<file path="config.mk">
export PLATFORM = sky130hd
export DESIGN_NAME = arc_top
export DESIGN_NICKNAME = d
export VERILOG_FILES = /design/src/hw/arc_pkg.sv /design/src/hw/arc_format.sv /design/src/hw/arc_top.sv
export SDC_FILE = /design/constraint.sdc
export NUM_CORES = 1
export LEC_CHECK = 0
export ABC_AREA = 1
export ABC_CLOCK_PERIOD_IN_PS = 10300
export BUFFER_PORTS_ARGS = -buffer_cell sky130_fd_sc_hd__buf_2
export CORE_MARGIN = 10
export CORE_UTILIZATION = 50
export DETAILED_ROUTE_END_ITERATION = 10
export GPL_ROUTABILITY_DRIVEN = 0
export PLACE_DENSITY_LB_ADDON = 0.08
export SETUP_SLACK_MARGIN = 0.3
export SYNTH_ARGS = -nofsm -noshare
export SYNTH_HDL_FRONTEND = slang
export SYNTH_SLANG_ARGS = --single-unit
</file>
<file path="constraint.sdc">
create_clock -name REF_CLK_I -period 10.3 [get_ports REF_CLK_I]
set_input_delay 2.575 -clock REF_CLK_I [delete_from_list [all_inputs] [get_ports REF_CLK_I]]
set_output_delay 2.575 -clock REF_CLK_I [all_outputs]
set_load 0.005 [all_outputs]
</file>
<file path="src/hw/arc_pkg.sv">
// arc_pkg: constants shared by the converter result control block.
// assumes an 8-bit register port and a 10-bit successive approximation core.
package arc_pkg;
    localparam int RES_W = 10;
    localparam int AW    = 3;
    localparam int DW    = 8;

    // register offsets
    localparam logic [2:0] OFS_CHREF  = 3'h0; // channel_ref_select_reg
    localparam logic [2:0] OFS_CSA    = 3'h1; // control_status_a_reg
    localparam logic [2:0] OFS_CSB    = 3'h2; // control_status_b_reg
    localparam logic [2:0] OFS_TIMING = 3'h3; // timing_control_reg
    localparam logic [2:0] OFS_RES_LO = 3'h4; // result_low_byte
    localparam logic [2:0] OFS_RES_HI = 3'h5; // result_high_byte
    localparam logic [2:0] OFS_IRQ_ST = 3'h6;
    localparam logic [2:0] OFS_IRQ_MK = 3'h7;

    // channel_ref_select_reg fields
    localparam int REFSEL_LSB = 6;
    localparam int LADJ_BIT   = 5;
    localparam int CHLO_W     = 5;
    // control_status_a_reg fields
    localparam int EN_BIT     = 7;
    localparam int START_BIT  = 6;
    localparam int DONE_BIT   = 4;
    localparam int PRESC_W    = 3;
    // control_status_b_reg fields
    localparam int SUPOK_BIT  = 7;
    localparam int REFERENCE_OK_BIT  = 5;
    localparam int CHHI_BIT   = 3;
    // timing_control_reg fields
    localparam int TRK_LSB    = 6;
    localparam int TRK_W      = 2;
    localparam int SUT_W      = 5;

    // channels at or above this low code are differential pairs
    localparam logic [4:0] DIFF_CH_BASE = 5'h08;
    // offset-binary midscale; xor turns it into two's complement
    localparam logic [9:0] MID_CODE     = 10'h200;
    localparam logic [9:0] PRESC_BASE   = 10'h004;
    localparam logic [3:0] MSB_IDX      = 4'h9;

    typedef enum logic [3:0] {
        ST_IDLE    = 4'b0001,
        ST_WAIT_OK = 4'b0010,
        ST_TRACK   = 4'b0100,
        ST_CONVERT = 4'b1000
    } arc_state_e;
endpackage

</file>
<file path="src/hw/arc_format.sv">
// arc_format: places a 10-bit result in the low and high result bytes.
// assumes a stored code that is already in its final encoding.
`timescale 1ns/1ps
`default_nettype none
module arc_format (
    input  wire logic [9:0] code_i,
    input  wire logic       left_adjust_sel_i,
    output logic      [7:0] low_o,
    output logic      [7:0] high_o
);
    wire [7:0] left_hi  = code_i[9:2];
    wire [7:0] left_lo  = {code_i[1:0], 6'h00};
    wire [7:0] right_hi = {6'h00, code_i[9:8]};
    wire [7:0] right_lo = code_i[7:0];

    assign high_o = left_adjust_sel_i ? left_hi : right_hi;
    assign low_o  = left_adjust_sel_i ? left_lo : right_lo;
endmodule
`default_nettype wire

</file>
<file path="src/hw/arc_top.sv">
// arc_top: digital control of a 10-bit successive approximation converter:
// start gating, bit trial sequencing, result encoding, result registers.
// assumes the comparator, supply-ok and reference-ok arrive as async pins.
//
// How it works
// - completion sets done flag, updates result bytes unless a low byte read awaits its high read
// - single-ended gives unsigned code, zero to full
// - differential gives two's complement, 0x200 to 0x1FF
// - differential result sign bit is top bit
// - left adjust moves result to upper bits
// - start waits for supply-ok and reference-ok
// - start bit clears itself when conversion ends
// - same channel on both inputs is allowed
//
// The address map and strobed register access were decided locally.
`timescale 1ns/1ps
`default_nettype none
module arc_top (
    input  wire logic       REF_CLK_I,
    input  wire logic       RST_I,
    input  wire logic       CE_I,
    input  wire logic [2:0] ADDR_I,
    input  wire logic [7:0] WDATA_I,
    input  wire logic       WR_I,
    input  wire logic       RD_I,
    output logic      [7:0] RDATA_O,
    output logic            IRQ_O,
    input  wire logic       ANALOG_SUPPLY_OK_I,
    input  wire logic       REFERENCE_OK_I,
    input  wire logic       COMP_I,
    output logic      [9:0] DAC_CODE_O,
    output logic            TRACK_O,
    output logic            DIFF_MODE_O,
    output logic      [5:0] CHANNEL_O,
    output logic      [1:0] REF_SEL_O,
    output logic            BUSY_O
);
    // pin synchronisers: first stage feeds only the second
    logic [2:0] pin_s1_r;
    logic [2:0] pin_s2_r;
    always_ff @(posedge REF_CLK_I or posedge RST_I) begin
        if (RST_I) begin
            pin_s1_r <= 3'h0;
            pin_s2_r <= 3'h0;
        end else if (CE_I) begin
            pin_s1_r <= {COMP_I, REFERENCE_OK_I, ANALOG_SUPPLY_OK_I};
            pin_s2_r <= pin_s1_r;
        end
    end
    wire analog_supply_ok = pin_s2_r[0];
    wire reference_ok     = pin_s2_r[1];
    wire comp_high        = pin_s2_r[2];

    // software-visible registers
    logic [7:0] chref_r;
    logic       enable_r;
    logic       start_r;
    logic       start_nxt;
    logic [2:0] presc_r;
    logic       channel_sel_high_r;
    logic [6:0] timing_r;
    logic       conv_done_flag_r;
    logic       irq_mask_r;
    logic       lock_r;
    logic [9:0] result_r;
    logic [7:0] rdata_r;

    wire wr_chref  = WR_I && (ADDR_I == arc_pkg::OFS_CHREF);
    wire wr_csa    = WR_I && (ADDR_I == arc_pkg::OFS_CSA);
    wire wr_csb    = WR_I && (ADDR_I == arc_pkg::OFS_CSB);
    wire wr_timing = WR_I && (ADDR_I == arc_pkg::OFS_TIMING);
    wire wr_irq_st = WR_I && (ADDR_I == arc_pkg::OFS_IRQ_ST);
    wire wr_irq_mk = WR_I && (ADDR_I == arc_pkg::OFS_IRQ_MK);
    wire rd_res_lo = RD_I && (ADDR_I == arc_pkg::OFS_RES_LO);
    wire rd_res_hi = RD_I && (ADDR_I == arc_pkg::OFS_RES_HI);

    wire       left_adjust_sel = chref_r[arc_pkg::LADJ_BIT];
    wire [4:0] channel_sel_low = chref_r[arc_pkg::CHLO_W-1:0];
    wire [1:0] reference_sel_field = chref_r[arc_pkg::REFSEL_LSB +: 2];
    wire [1:0] tracking_time_field = timing_r[arc_pkg::TRK_LSB-1 +: 2];
    wire [4:0] startup_time_field  = timing_r[arc_pkg::SUT_W-1:0];
    // same channel on both inputs is legal; the offset reading needs it
    wire diff_mode = channel_sel_high_r ||
                     (channel_sel_low >= arc_pkg::DIFF_CH_BASE);

    // sequencer
    arc_pkg::arc_state_e state_r;
    arc_pkg::arc_state_e state_nxt;
    logic [9:0] presc_cnt_r;
    logic [5:0] phase_cnt_r;
    logic [5:0] phase_cnt_nxt;
    logic       started_up_r;
    logic [9:0] code_r;
    logic [9:0] code_nxt;
    logic [3:0] bit_idx_r;
    logic [3:0] bit_idx_nxt;
    logic       conv_end;

    wire [9:0] presc_lim = (arc_pkg::PRESC_BASE << presc_r) - 10'h001;
    wire       tick      = (presc_cnt_r == presc_lim);
    wire       both_ok   = analog_supply_ok && reference_ok;
    wire [9:0] trial_bit = 10'h001 << bit_idx_r;
    wire [9:0] trial_nxt = 10'h001 << (bit_idx_r - 4'h1);
    wire [5:0] trk_len   = {4'h0, tracking_time_field} + 6'h01;
    wire [5:0] sut_len   = {1'b0, startup_time_field};
    wire       sut_done  = started_up_r || (phase_cnt_r >= sut_len);

    always_comb begin
        state_nxt     = state_r;
        phase_cnt_nxt = phase_cnt_r;
        code_nxt      = code_r;
        bit_idx_nxt   = bit_idx_r;
        conv_end      = 1'b0;
        case (state_r)
            arc_pkg::ST_IDLE: begin
                phase_cnt_nxt = 6'h00;
                if (enable_r && start_r) begin
                    state_nxt = arc_pkg::ST_WAIT_OK;
                end
            end
            arc_pkg::ST_WAIT_OK: begin
                // hold the start until both analog monitors report good
                if (tick && !sut_done) begin
                    phase_cnt_nxt = phase_cnt_r + 6'h01;
                end
                if (both_ok && sut_done) begin
                    state_nxt     = arc_pkg::ST_TRACK;
                    phase_cnt_nxt = 6'h00;
                end
            end
            arc_pkg::ST_TRACK: begin
                if (tick) begin
                    phase_cnt_nxt = phase_cnt_r + 6'h01;
                    if (phase_cnt_r + 6'h01 >= trk_len) begin
                        state_nxt   = arc_pkg::ST_CONVERT;
                        code_nxt    = arc_pkg::MID_CODE;
                        bit_idx_nxt = arc_pkg::MSB_IDX;
                    end
                end
            end
            arc_pkg::ST_CONVERT: begin
                if (tick) begin
                    // comparator low means the trial overshot the input
                    code_nxt = comp_high ? code_r : (code_r & ~trial_bit);
                    if (bit_idx_r == 4'h0) begin
                        conv_end  = 1'b1;
                        state_nxt = arc_pkg::ST_IDLE;
                    end else begin
                        code_nxt    = code_nxt | trial_nxt;
                        bit_idx_nxt = bit_idx_r - 4'h1;
                    end
                end
            end
            default: begin
                state_nxt = arc_pkg::ST_IDLE;
            end
        endcase
        if (!enable_r) begin
            state_nxt = arc_pkg::ST_IDLE;
        end
    end

    // single-ended code is the raw trial result; differential pairs are
    // offset binary around midscale, so flipping the top bit gives two's
    // complement and the 10-bit range itself saturates at the ends
    wire [9:0] final_code = code_nxt;
    wire [9:0] encoded    = diff_mode ? (final_code ^ arc_pkg::MID_CODE)
                                      : final_code;
    wire       result_sign_bit = encoded[9];

    always_ff @(posedge REF_CLK_I or posedge RST_I) begin
        if (RST_I) begin
            state_r      <= arc_pkg::ST_IDLE;
            presc_cnt_r  <= 10'h000;
            phase_cnt_r  <= 6'h00;
            code_r       <= 10'h000;
            bit_idx_r    <= 4'h0;
            started_up_r <= 1'b0;
        end else if (CE_I) begin
            state_r     <= state_nxt;
            phase_cnt_r <= phase_cnt_nxt;
            code_r      <= code_nxt;
            bit_idx_r   <= bit_idx_nxt;
            if (state_r == arc_pkg::ST_IDLE || tick) begin
                presc_cnt_r <= 10'h000;
            end else begin
                presc_cnt_r <= presc_cnt_r + 10'h001;
            end
            // start-up delay is paid once per enable
            if (!enable_r) begin
                started_up_r <= 1'b0;
            end else if (state_r == arc_pkg::ST_TRACK) begin
                started_up_r <= 1'b1;
            end
        end
    end

    // start bit: set by software, cleared by hardware at the end;
    // enable and start may arrive in one write, so use the new enable
    wire enable_nxt = wr_csa ? WDATA_I[arc_pkg::EN_BIT] : enable_r;
    always_comb begin
        start_nxt = start_r;
        if (wr_csa) begin
            start_nxt = WDATA_I[arc_pkg::START_BIT] | start_r;
        end
        if (conv_end || !enable_nxt) begin
            start_nxt = 1'b0;
        end
    end

    always_ff @(posedge REF_CLK_I or posedge RST_I) begin
        if (RST_I) begin
            chref_r            <= 8'h00;
            enable_r           <= 1'b0;
            start_r            <= 1'b0;
            presc_r            <= 3'h0;
            channel_sel_high_r <= 1'b0;
            timing_r           <= 7'h00;
            irq_mask_r         <= 1'b0;
        end else if (CE_I) begin
            start_r <= start_nxt;
            if (wr_chref) begin
                chref_r <= WDATA_I;
            end
            if (wr_csa) begin
                enable_r <= WDATA_I[arc_pkg::EN_BIT];
                presc_r  <= WDATA_I[arc_pkg::PRESC_W-1:0];
            end
            if (wr_csb) begin
                channel_sel_high_r <= WDATA_I[arc_pkg::CHHI_BIT];
            end
            if (wr_timing) begin
                timing_r <= WDATA_I[6:0];
            end
            if (wr_irq_mk) begin
                irq_mask_r <= WDATA_I[0];
            end
        end
    end

    // done flag: write one to clear, a new completion wins the same cycle
    wire done_clr = (wr_csa && WDATA_I[arc_pkg::DONE_BIT]) ||
                    (wr_irq_st && WDATA_I[0]);
    always_ff @(posedge REF_CLK_I or posedge RST_I) begin
        if (RST_I) begin
            conv_done_flag_r <= 1'b0;
        end else if (CE_I) begin
            if (conv_end) begin
                conv_done_flag_r <= 1'b1;
            end else if (done_clr) begin
                conv_done_flag_r <= 1'b0;
            end
        end
    end

    // result pair stays coherent between a low read and a high read, unless a completion lands in the low read's cycle
    always_ff @(posedge REF_CLK_I or posedge RST_I) begin
        if (RST_I) begin
            lock_r   <= 1'b0;
            result_r <= 10'h000;
        end else if (CE_I) begin
            if (rd_res_hi) begin
                lock_r <= 1'b0;
            end else if (rd_res_lo) begin
                lock_r <= 1'b1;
            end
            if (conv_end && !lock_r) begin
                result_r <= {result_sign_bit, encoded[8:0]};
            end
        end
    end

    // alignment is applied at read time so a change shows at once
    wire [7:0] result_low_byte;
    wire [7:0] result_high_byte;
    arc_format u_format (
        .code_i            (result_r),
        .left_adjust_sel_i (left_adjust_sel),
        .low_o             (result_low_byte),
        .high_o            (result_high_byte)
    );

    wire [7:0] csa_rd = {enable_r, start_r, 1'b0, conv_done_flag_r,
                         1'b0, presc_r};
    wire [7:0] csb_rd = {analog_supply_ok, 1'b0, reference_ok, 1'b0,
                         channel_sel_high_r, 3'h0};
    logic [7:0] rd_mux;
    always_comb begin
        case (ADDR_I)
            arc_pkg::OFS_CHREF:  rd_mux = chref_r;
            arc_pkg::OFS_CSA:    rd_mux = csa_rd;
            arc_pkg::OFS_CSB:    rd_mux = csb_rd;
            arc_pkg::OFS_TIMING: rd_mux = {1'b0, timing_r};
            arc_pkg::OFS_RES_LO: rd_mux = result_low_byte;
            arc_pkg::OFS_RES_HI: rd_mux = result_high_byte;
            arc_pkg::OFS_IRQ_ST: rd_mux = {7'h00, conv_done_flag_r};
            arc_pkg::OFS_IRQ_MK: rd_mux = {7'h00, irq_mask_r};
            default:             rd_mux = 8'h00;
        endcase
    end

    // outputs, all registered
    always_ff @(posedge REF_CLK_I or posedge RST_I) begin
        if (RST_I) begin
            rdata_r     <= 8'h00;
            IRQ_O       <= 1'b0;
            DAC_CODE_O  <= 10'h000;
            TRACK_O     <= 1'b0;
            DIFF_MODE_O <= 1'b0;
            CHANNEL_O   <= 6'h00;
            REF_SEL_O   <= 2'h0;
            BUSY_O      <= 1'b0;
        end else if (CE_I) begin
            rdata_r     <= RD_I ? rd_mux : 8'h00;
            IRQ_O       <= conv_done_flag_r && irq_mask_r;
            DAC_CODE_O  <= code_r;
            TRACK_O     <= (state_r == arc_pkg::ST_TRACK);
            DIFF_MODE_O <= diff_mode;
            CHANNEL_O   <= {channel_sel_high_r, channel_sel_low};
            REF_SEL_O   <= reference_sel_field;
            BUSY_O      <= (state_r != arc_pkg::ST_IDLE);
        end
    end
    assign RDATA_O = rdata_r;
endmodule
`default_nettype wire

</file>
# Yosys cells after proc, flatten, opt, wreduce, memory -nomap -nowiden
# Index checks and enable logic that the tools add are counted.
[classes]
shifts = 3
n_reduce_logical = 44
n_lt_le_gt_ge = 3
eq_ne = 25
add_sub_neg = 5
n_mux = 41
n_bitwise = 5
div_mod_pow = 0
n_mul = 0
[op_table]
columns = ["cell", "n"]
rows = [
  ["10-bit two-way mux", 7],
  ["8-bit one-hot mux with 8 select lines", 1],
  ["4-bit two-way mux", 11],
  ["8-bit two-way mux", 3],
  ["3-bit inequality test (second input constant)", 7],
  ["10-bit one-hot mux with 2 select lines", 1],
  ["2-bit AND reduction", 10],
  ["1-bit by 4-bit << shifter with 10-bit output (first input constant)", 2],
  ["6-bit two-way mux", 3],
  ["6-bit one-hot mux with 3 select lines", 1],
  ["1-bit logical AND", 16],
  ["4-bit one-hot mux with 4 select lines", 1],
  ["3-bit == test (second input constant)", 4],
  ["1-bit two-way mux", 12],
  ["10-bit by 1-bit adder with 10-bit output (second input constant)", 1],
  ["10-bit AND", 1],
  ["10-bit == test", 1],
  ["10-bit inverter", 1],
  ["10-bit bitwise OR", 1],
  ["3-bit by 3-bit << shifter with 10-bit output (first input constant)", 1],
  ["10-bit by 1-bit subtractor with 10-bit output (second input constant)", 1],
  ["2-bit inequality test (second input constant)", 4],
  ["4-bit one-hot mux with 2 select lines", 1],
  ["2-bit nonzero test", 4],
  ["24 further kinds", 31],
]
[totals]
mem_count = 0
mem_bits_rw = 0
latchBits = 0
output_inout_bits = 30
register_bits = 105
mem_bits_ro = 0

# Logic depth before layout (Yosys ltp)
[depth]
word_depth = 10
ltp_mapped = 15

# Hierarchy
# A second synthesis with hierarchy kept.
[unflattened]
hier_cells = 874
area_unflattened_um2 = 6257.3
[modules_own_cells]
columns = ["module", "cells_per_inst", "area_each_um2", "n_inst", "seq_area_each_um2"]
rows = [
  ["arc_top", 835, 6092.1, 1, 2628.8],
  ["arc_format", 39, 165.2, 1, 0.0],
]

# Least setup slack after synthesis
# Ideal clock, no wire load.
[synth_timing]
path_kind = "input -> register"
from = "in ADDR_I[0]"
to = "reg rdata_r[2] (netlist: RDATA_O[2])"
stages = 6
t_arrival_ps = 3719
path_slack_ps = 6516
required_ps = 10234
cell_sequence = "clkbuf_1 -> nor4_1 -> a22oi_1 -> o2111ai_1 -> o211ai_1 -> nand2_1"
[synth_between]
elab_chain_cells = 3
word_cells_on_any_way = 10
cone_classes = "eq/ne (7); mux (2); reduce/logical (1)"
[synth_rtl]
columns = ["item", "line", "text"]
rows = [
  ["start, declared", "arc_top.sv:22", "input wire logic [2:0] ADDR_I,"],
  ["3-bit == test, or another cell as far along", "arc_top.sv:289", "case (ADDR_I)"],
  ["8-bit one-hot mux with 8 select lines (*)", "arc_top.sv:289", ""],
  ["8-bit two-way mux (*)", "arc_top.sv:314", "rdata_r <= RD_I ? rd_mux : 8'h00;"],
  ["end signal, assigned", "arc_top.sv:314", ""],
  ["end, declared", "arc_top.sv:66", "logic [7:0] rdata_r;"],
]
# Every way passes the cells marked *; elsewhere a longest branch is shown, timed or not.
# A chain may end at the register's enable or synchronous reset.

==> results.ini <==
[global_route]
grt_max_degree=80
grt_use_total=0.200
grt_pass1_wl_mm=26.9
grt_antenna_before_repair=0
grt_pass1_vias=5299
gr-total-overflow=0

[layout]
regArea_mm2=0.00263
drive_gt1_frac=0.109
areaGrowthSynthToFinish_pct=11.0
finalInstanceArea_mm2=0.00669
stdcell_count=1024
diodes=0
final_nets=908
multi_input_area_mm2=0.00296
final.fill_count=1160

[power]
powerDensity_mw_per_mm2=175
leakage_nw=3.51
power_switching_mw=0.443
seqPwrFrac=0.443
vdd_ir_drop_max_uv=133
intPower_mw=0.727
total_power_mw=1.17
switching_share=0.378
comb_power_share=0.272
clockPowerShare=0.286

[critical_path]
rr_worst_depth=13
cp-startpoint=CE_I
critPathKind=in -> reg
slowest_stage=nor2_1
critical_path.max_fanout=53
cpLargestDelayFamily=buffers and inverters
path_buf_inv=4
crit_cells=6
startpoint_type=input pin
r2r_slack_ns=7.70
crit_path_max_incr_delay_ns=0.47
crit_top_cell=buf_4
worstReg2RegEnd=result_r[8]
setup.worst_path.end_class=flip-flop
cp.required_ns=10.53
crit_path_end=presc_cnt_r[7]
r2r-start=phase_cnt_r[0]
crit_chain=buf_2 -> buf_4 -> inv_2 -> buf_4 -> nor2_1 -> nor3b_1
cp_data_arrival_time_ns=4.20

[routing]
wl_mm=16.2
drt_iter0_markers=541
vias=5620
route.detailed.drc=0
dr.pass1.iters=6
wl_per_cell_um=15.9
viasPerCell=5.49
drtAntennaViolNets=0

[logic_synthesis]
async_flop_share=1.00
synth_common_cells=nand2_1 (289), dfrtp_1 (104), inv_1 (92), nand3_1 (71), nor2_1 (62)
synth_top_area_share=0.432
syn_inst=828
synth_cell_types=44
synth_edf_count=0
synth.yosys.seq_area_share=0.436
yosys_warnings=0
synth.most_common_cell=nand2_1
ys_seq_elements=105
synth_area_mm2=0.00603
synth_nets=864
synth.avg_cell_area_um2=7.28
yosysTopAreaCell=dfrtp_1
synthTopCellsByArea=dfrtp_1 (43%), nand2_1 (18%), nand3_1 (5.9%), inv_1 (5.7%), o21ai_0 (4.6%)
synth_ff_type=dfrtp_1

[cts]
clkLatencyLatePin_ns=0.36
clkSinkCount=105
cts_tree=done
hold_buffers=0
cts-resized-gates=0
post_cts_buffers=0
cts-root-buf=clkbuf_16
cts_made_buffers=9
cts_buffer_depth=2
clk_pin_slew_worst_paths_ns=0.07
h-tree-depth=3

[timing]
post-route-period-util=0.386
min_period_ns=3.98
setup_slack_ns=6.32
slew_viol_final=0
setup-tns-final_ns=0
relSlewSlack=0.337
finClkSkew_ns=0.00784
setup_viol=0
worstMarginPinSlew_ns=0.994
rsz0062_at_grt=false
final-hold-violation-count=0
max_freq_ghz=0.251

[placed_design]
place_inst=1008
dpl-instance-area_mm2=0.00641
io_buffers=48
post-dp-hpwl_mm=12.1
pre_cts_slack_ns=5.94

[floorplan]
ios=49
die_w_um=130
dieHeight_um=130
num_rows=40
coreArea_mm2=0.0119
die_area_mm2=0.0168
initial_core_util=0.506

[worst_hold_path]
hold_class=reg -> reg

[outcome]
status=complete, no violations

[flow_run]
cap_violations=0

-- sequential cells by signal, indices dropped and copies added, names as in the netlist, 4 cells and up --
signal,flops
DAC_CODE_O,10
code_r,10
presc_cnt_r,10
result_r,10
RDATA_O,8
chref_r,8
timing_r,7
CHANNEL_O,6
phase_cnt_r,6
bit_idx_r,4
state_r,4
-- per-layer routing --
layer  global-route usage  wire (µm)
met1                0.273       7540
met2                0.306       7300
met3               0.0442       1190
met4               0.0694        213
met5                    0          0
-- power groups by stage --
stage	sequential, mW	clock (mW)	combinational (mW)
floorplan	0.502	0	0.234
global placement	0.524	0	0.308
detailed placement	0.525	0	0.314
CTS	0.517	0.341	0.316
global route	0.524	0.356	0.365
finish	0.518	0.334	0.318
-- worst min path at each step --
stage	from	end	slack [ns]	cells after the start
floorplan	pin_s1_r[0]	pin_s1_r[0]	0.44	2
global placement	DAC_CODE_O[1]	DAC_CODE_O[1]	0.46	2
CTS	pin_s1_r[1]	pin_s1_r[1]	0.48	2
finish	DAC_CODE_O[4]	DAC_CODE_O[4]	0.47	2
global route	state_r[0]	state_r[0]	0.50	2
detailed placement	pin_s1_r[1]	pin_s1_r[1]	0.46	2
-- final cells by class --
type / instances / share of cell area
Clock buffer: 9 / 0.0337
Multi-Input combinational cell: 605 / 0.442
Timing Repair Buffer: 52 / 0.0404
Tap cell: 147 / 0.0275
Inverter: 99 / 0.0559
Sequential cell: 105 / 0.393
Clock inverter: 7 / 0.00804
-- worst register-to-register path, stage by stage, from the launching register on --
cell     delay, ns
dfrtp_1       0.47
ha_1          0.37
ha_1          0.30
nand2_1       0.07
nand2_1       0.05
a21oi_1       0.15
nand3_1       0.20
nand2_1       0.14
nand2_1       0.06
nand2_1       0.22
inv_2         0.08
o21ai_1       0.29
nand2_1       0.09
nand2_1       0.07
-- kinds of logic (layout without fill, tap and decap cells) --
family / count (synthesis) / count (layout) / synth area share
AO/OA/AOI/OAI: 108 / 108 / 0.106
XOR/XNOR: 8 / 8 / 0.0116
adder cells (fa/ha/maj): 17 / 17 / 0.0353
buffers and inverters: 118 / 167 / 0.0735
flip-flops: 105 / 105 / 0.436
AND/OR/NAND/NOR: 472 / 472 / 0.338
-- through the flow --
stage               hold slack [ns]  utilization
floorplan                     0.442            -
global placement              0.456        0.538
detailed placement            0.458        0.538
CTS                           0.476        0.562
global route                  0.498        0.562
finish                        0.474        0.562
-- placed cells by master, fill, tap and decap left out, types with 8 or more instances in the layout --
| cell type | Yosys | routed |
|---|---|---|
| dfrtp_1 | 104 | 104 |
| o21ai_0 | 56 | 56 |
| xor2_1 | 8 | 8 |
| a21oi_1 | 11 | 11 |
| clkbuf_16 | 0 | 9 |
| nand4_1 | 11 | 11 |
| inv_1 | 92 | 90 |
| nand3_1 | 71 | 71 |
| nor3_1 | 15 | 15 |
| ha_1 | 17 | 17 |
| nor2_1 | 62 | 62 |
| buf_2 | 0 | 48 |
| nand2_1 | 289 | 289 |
No activity file was read; power rests on OpenSTA's default activity.
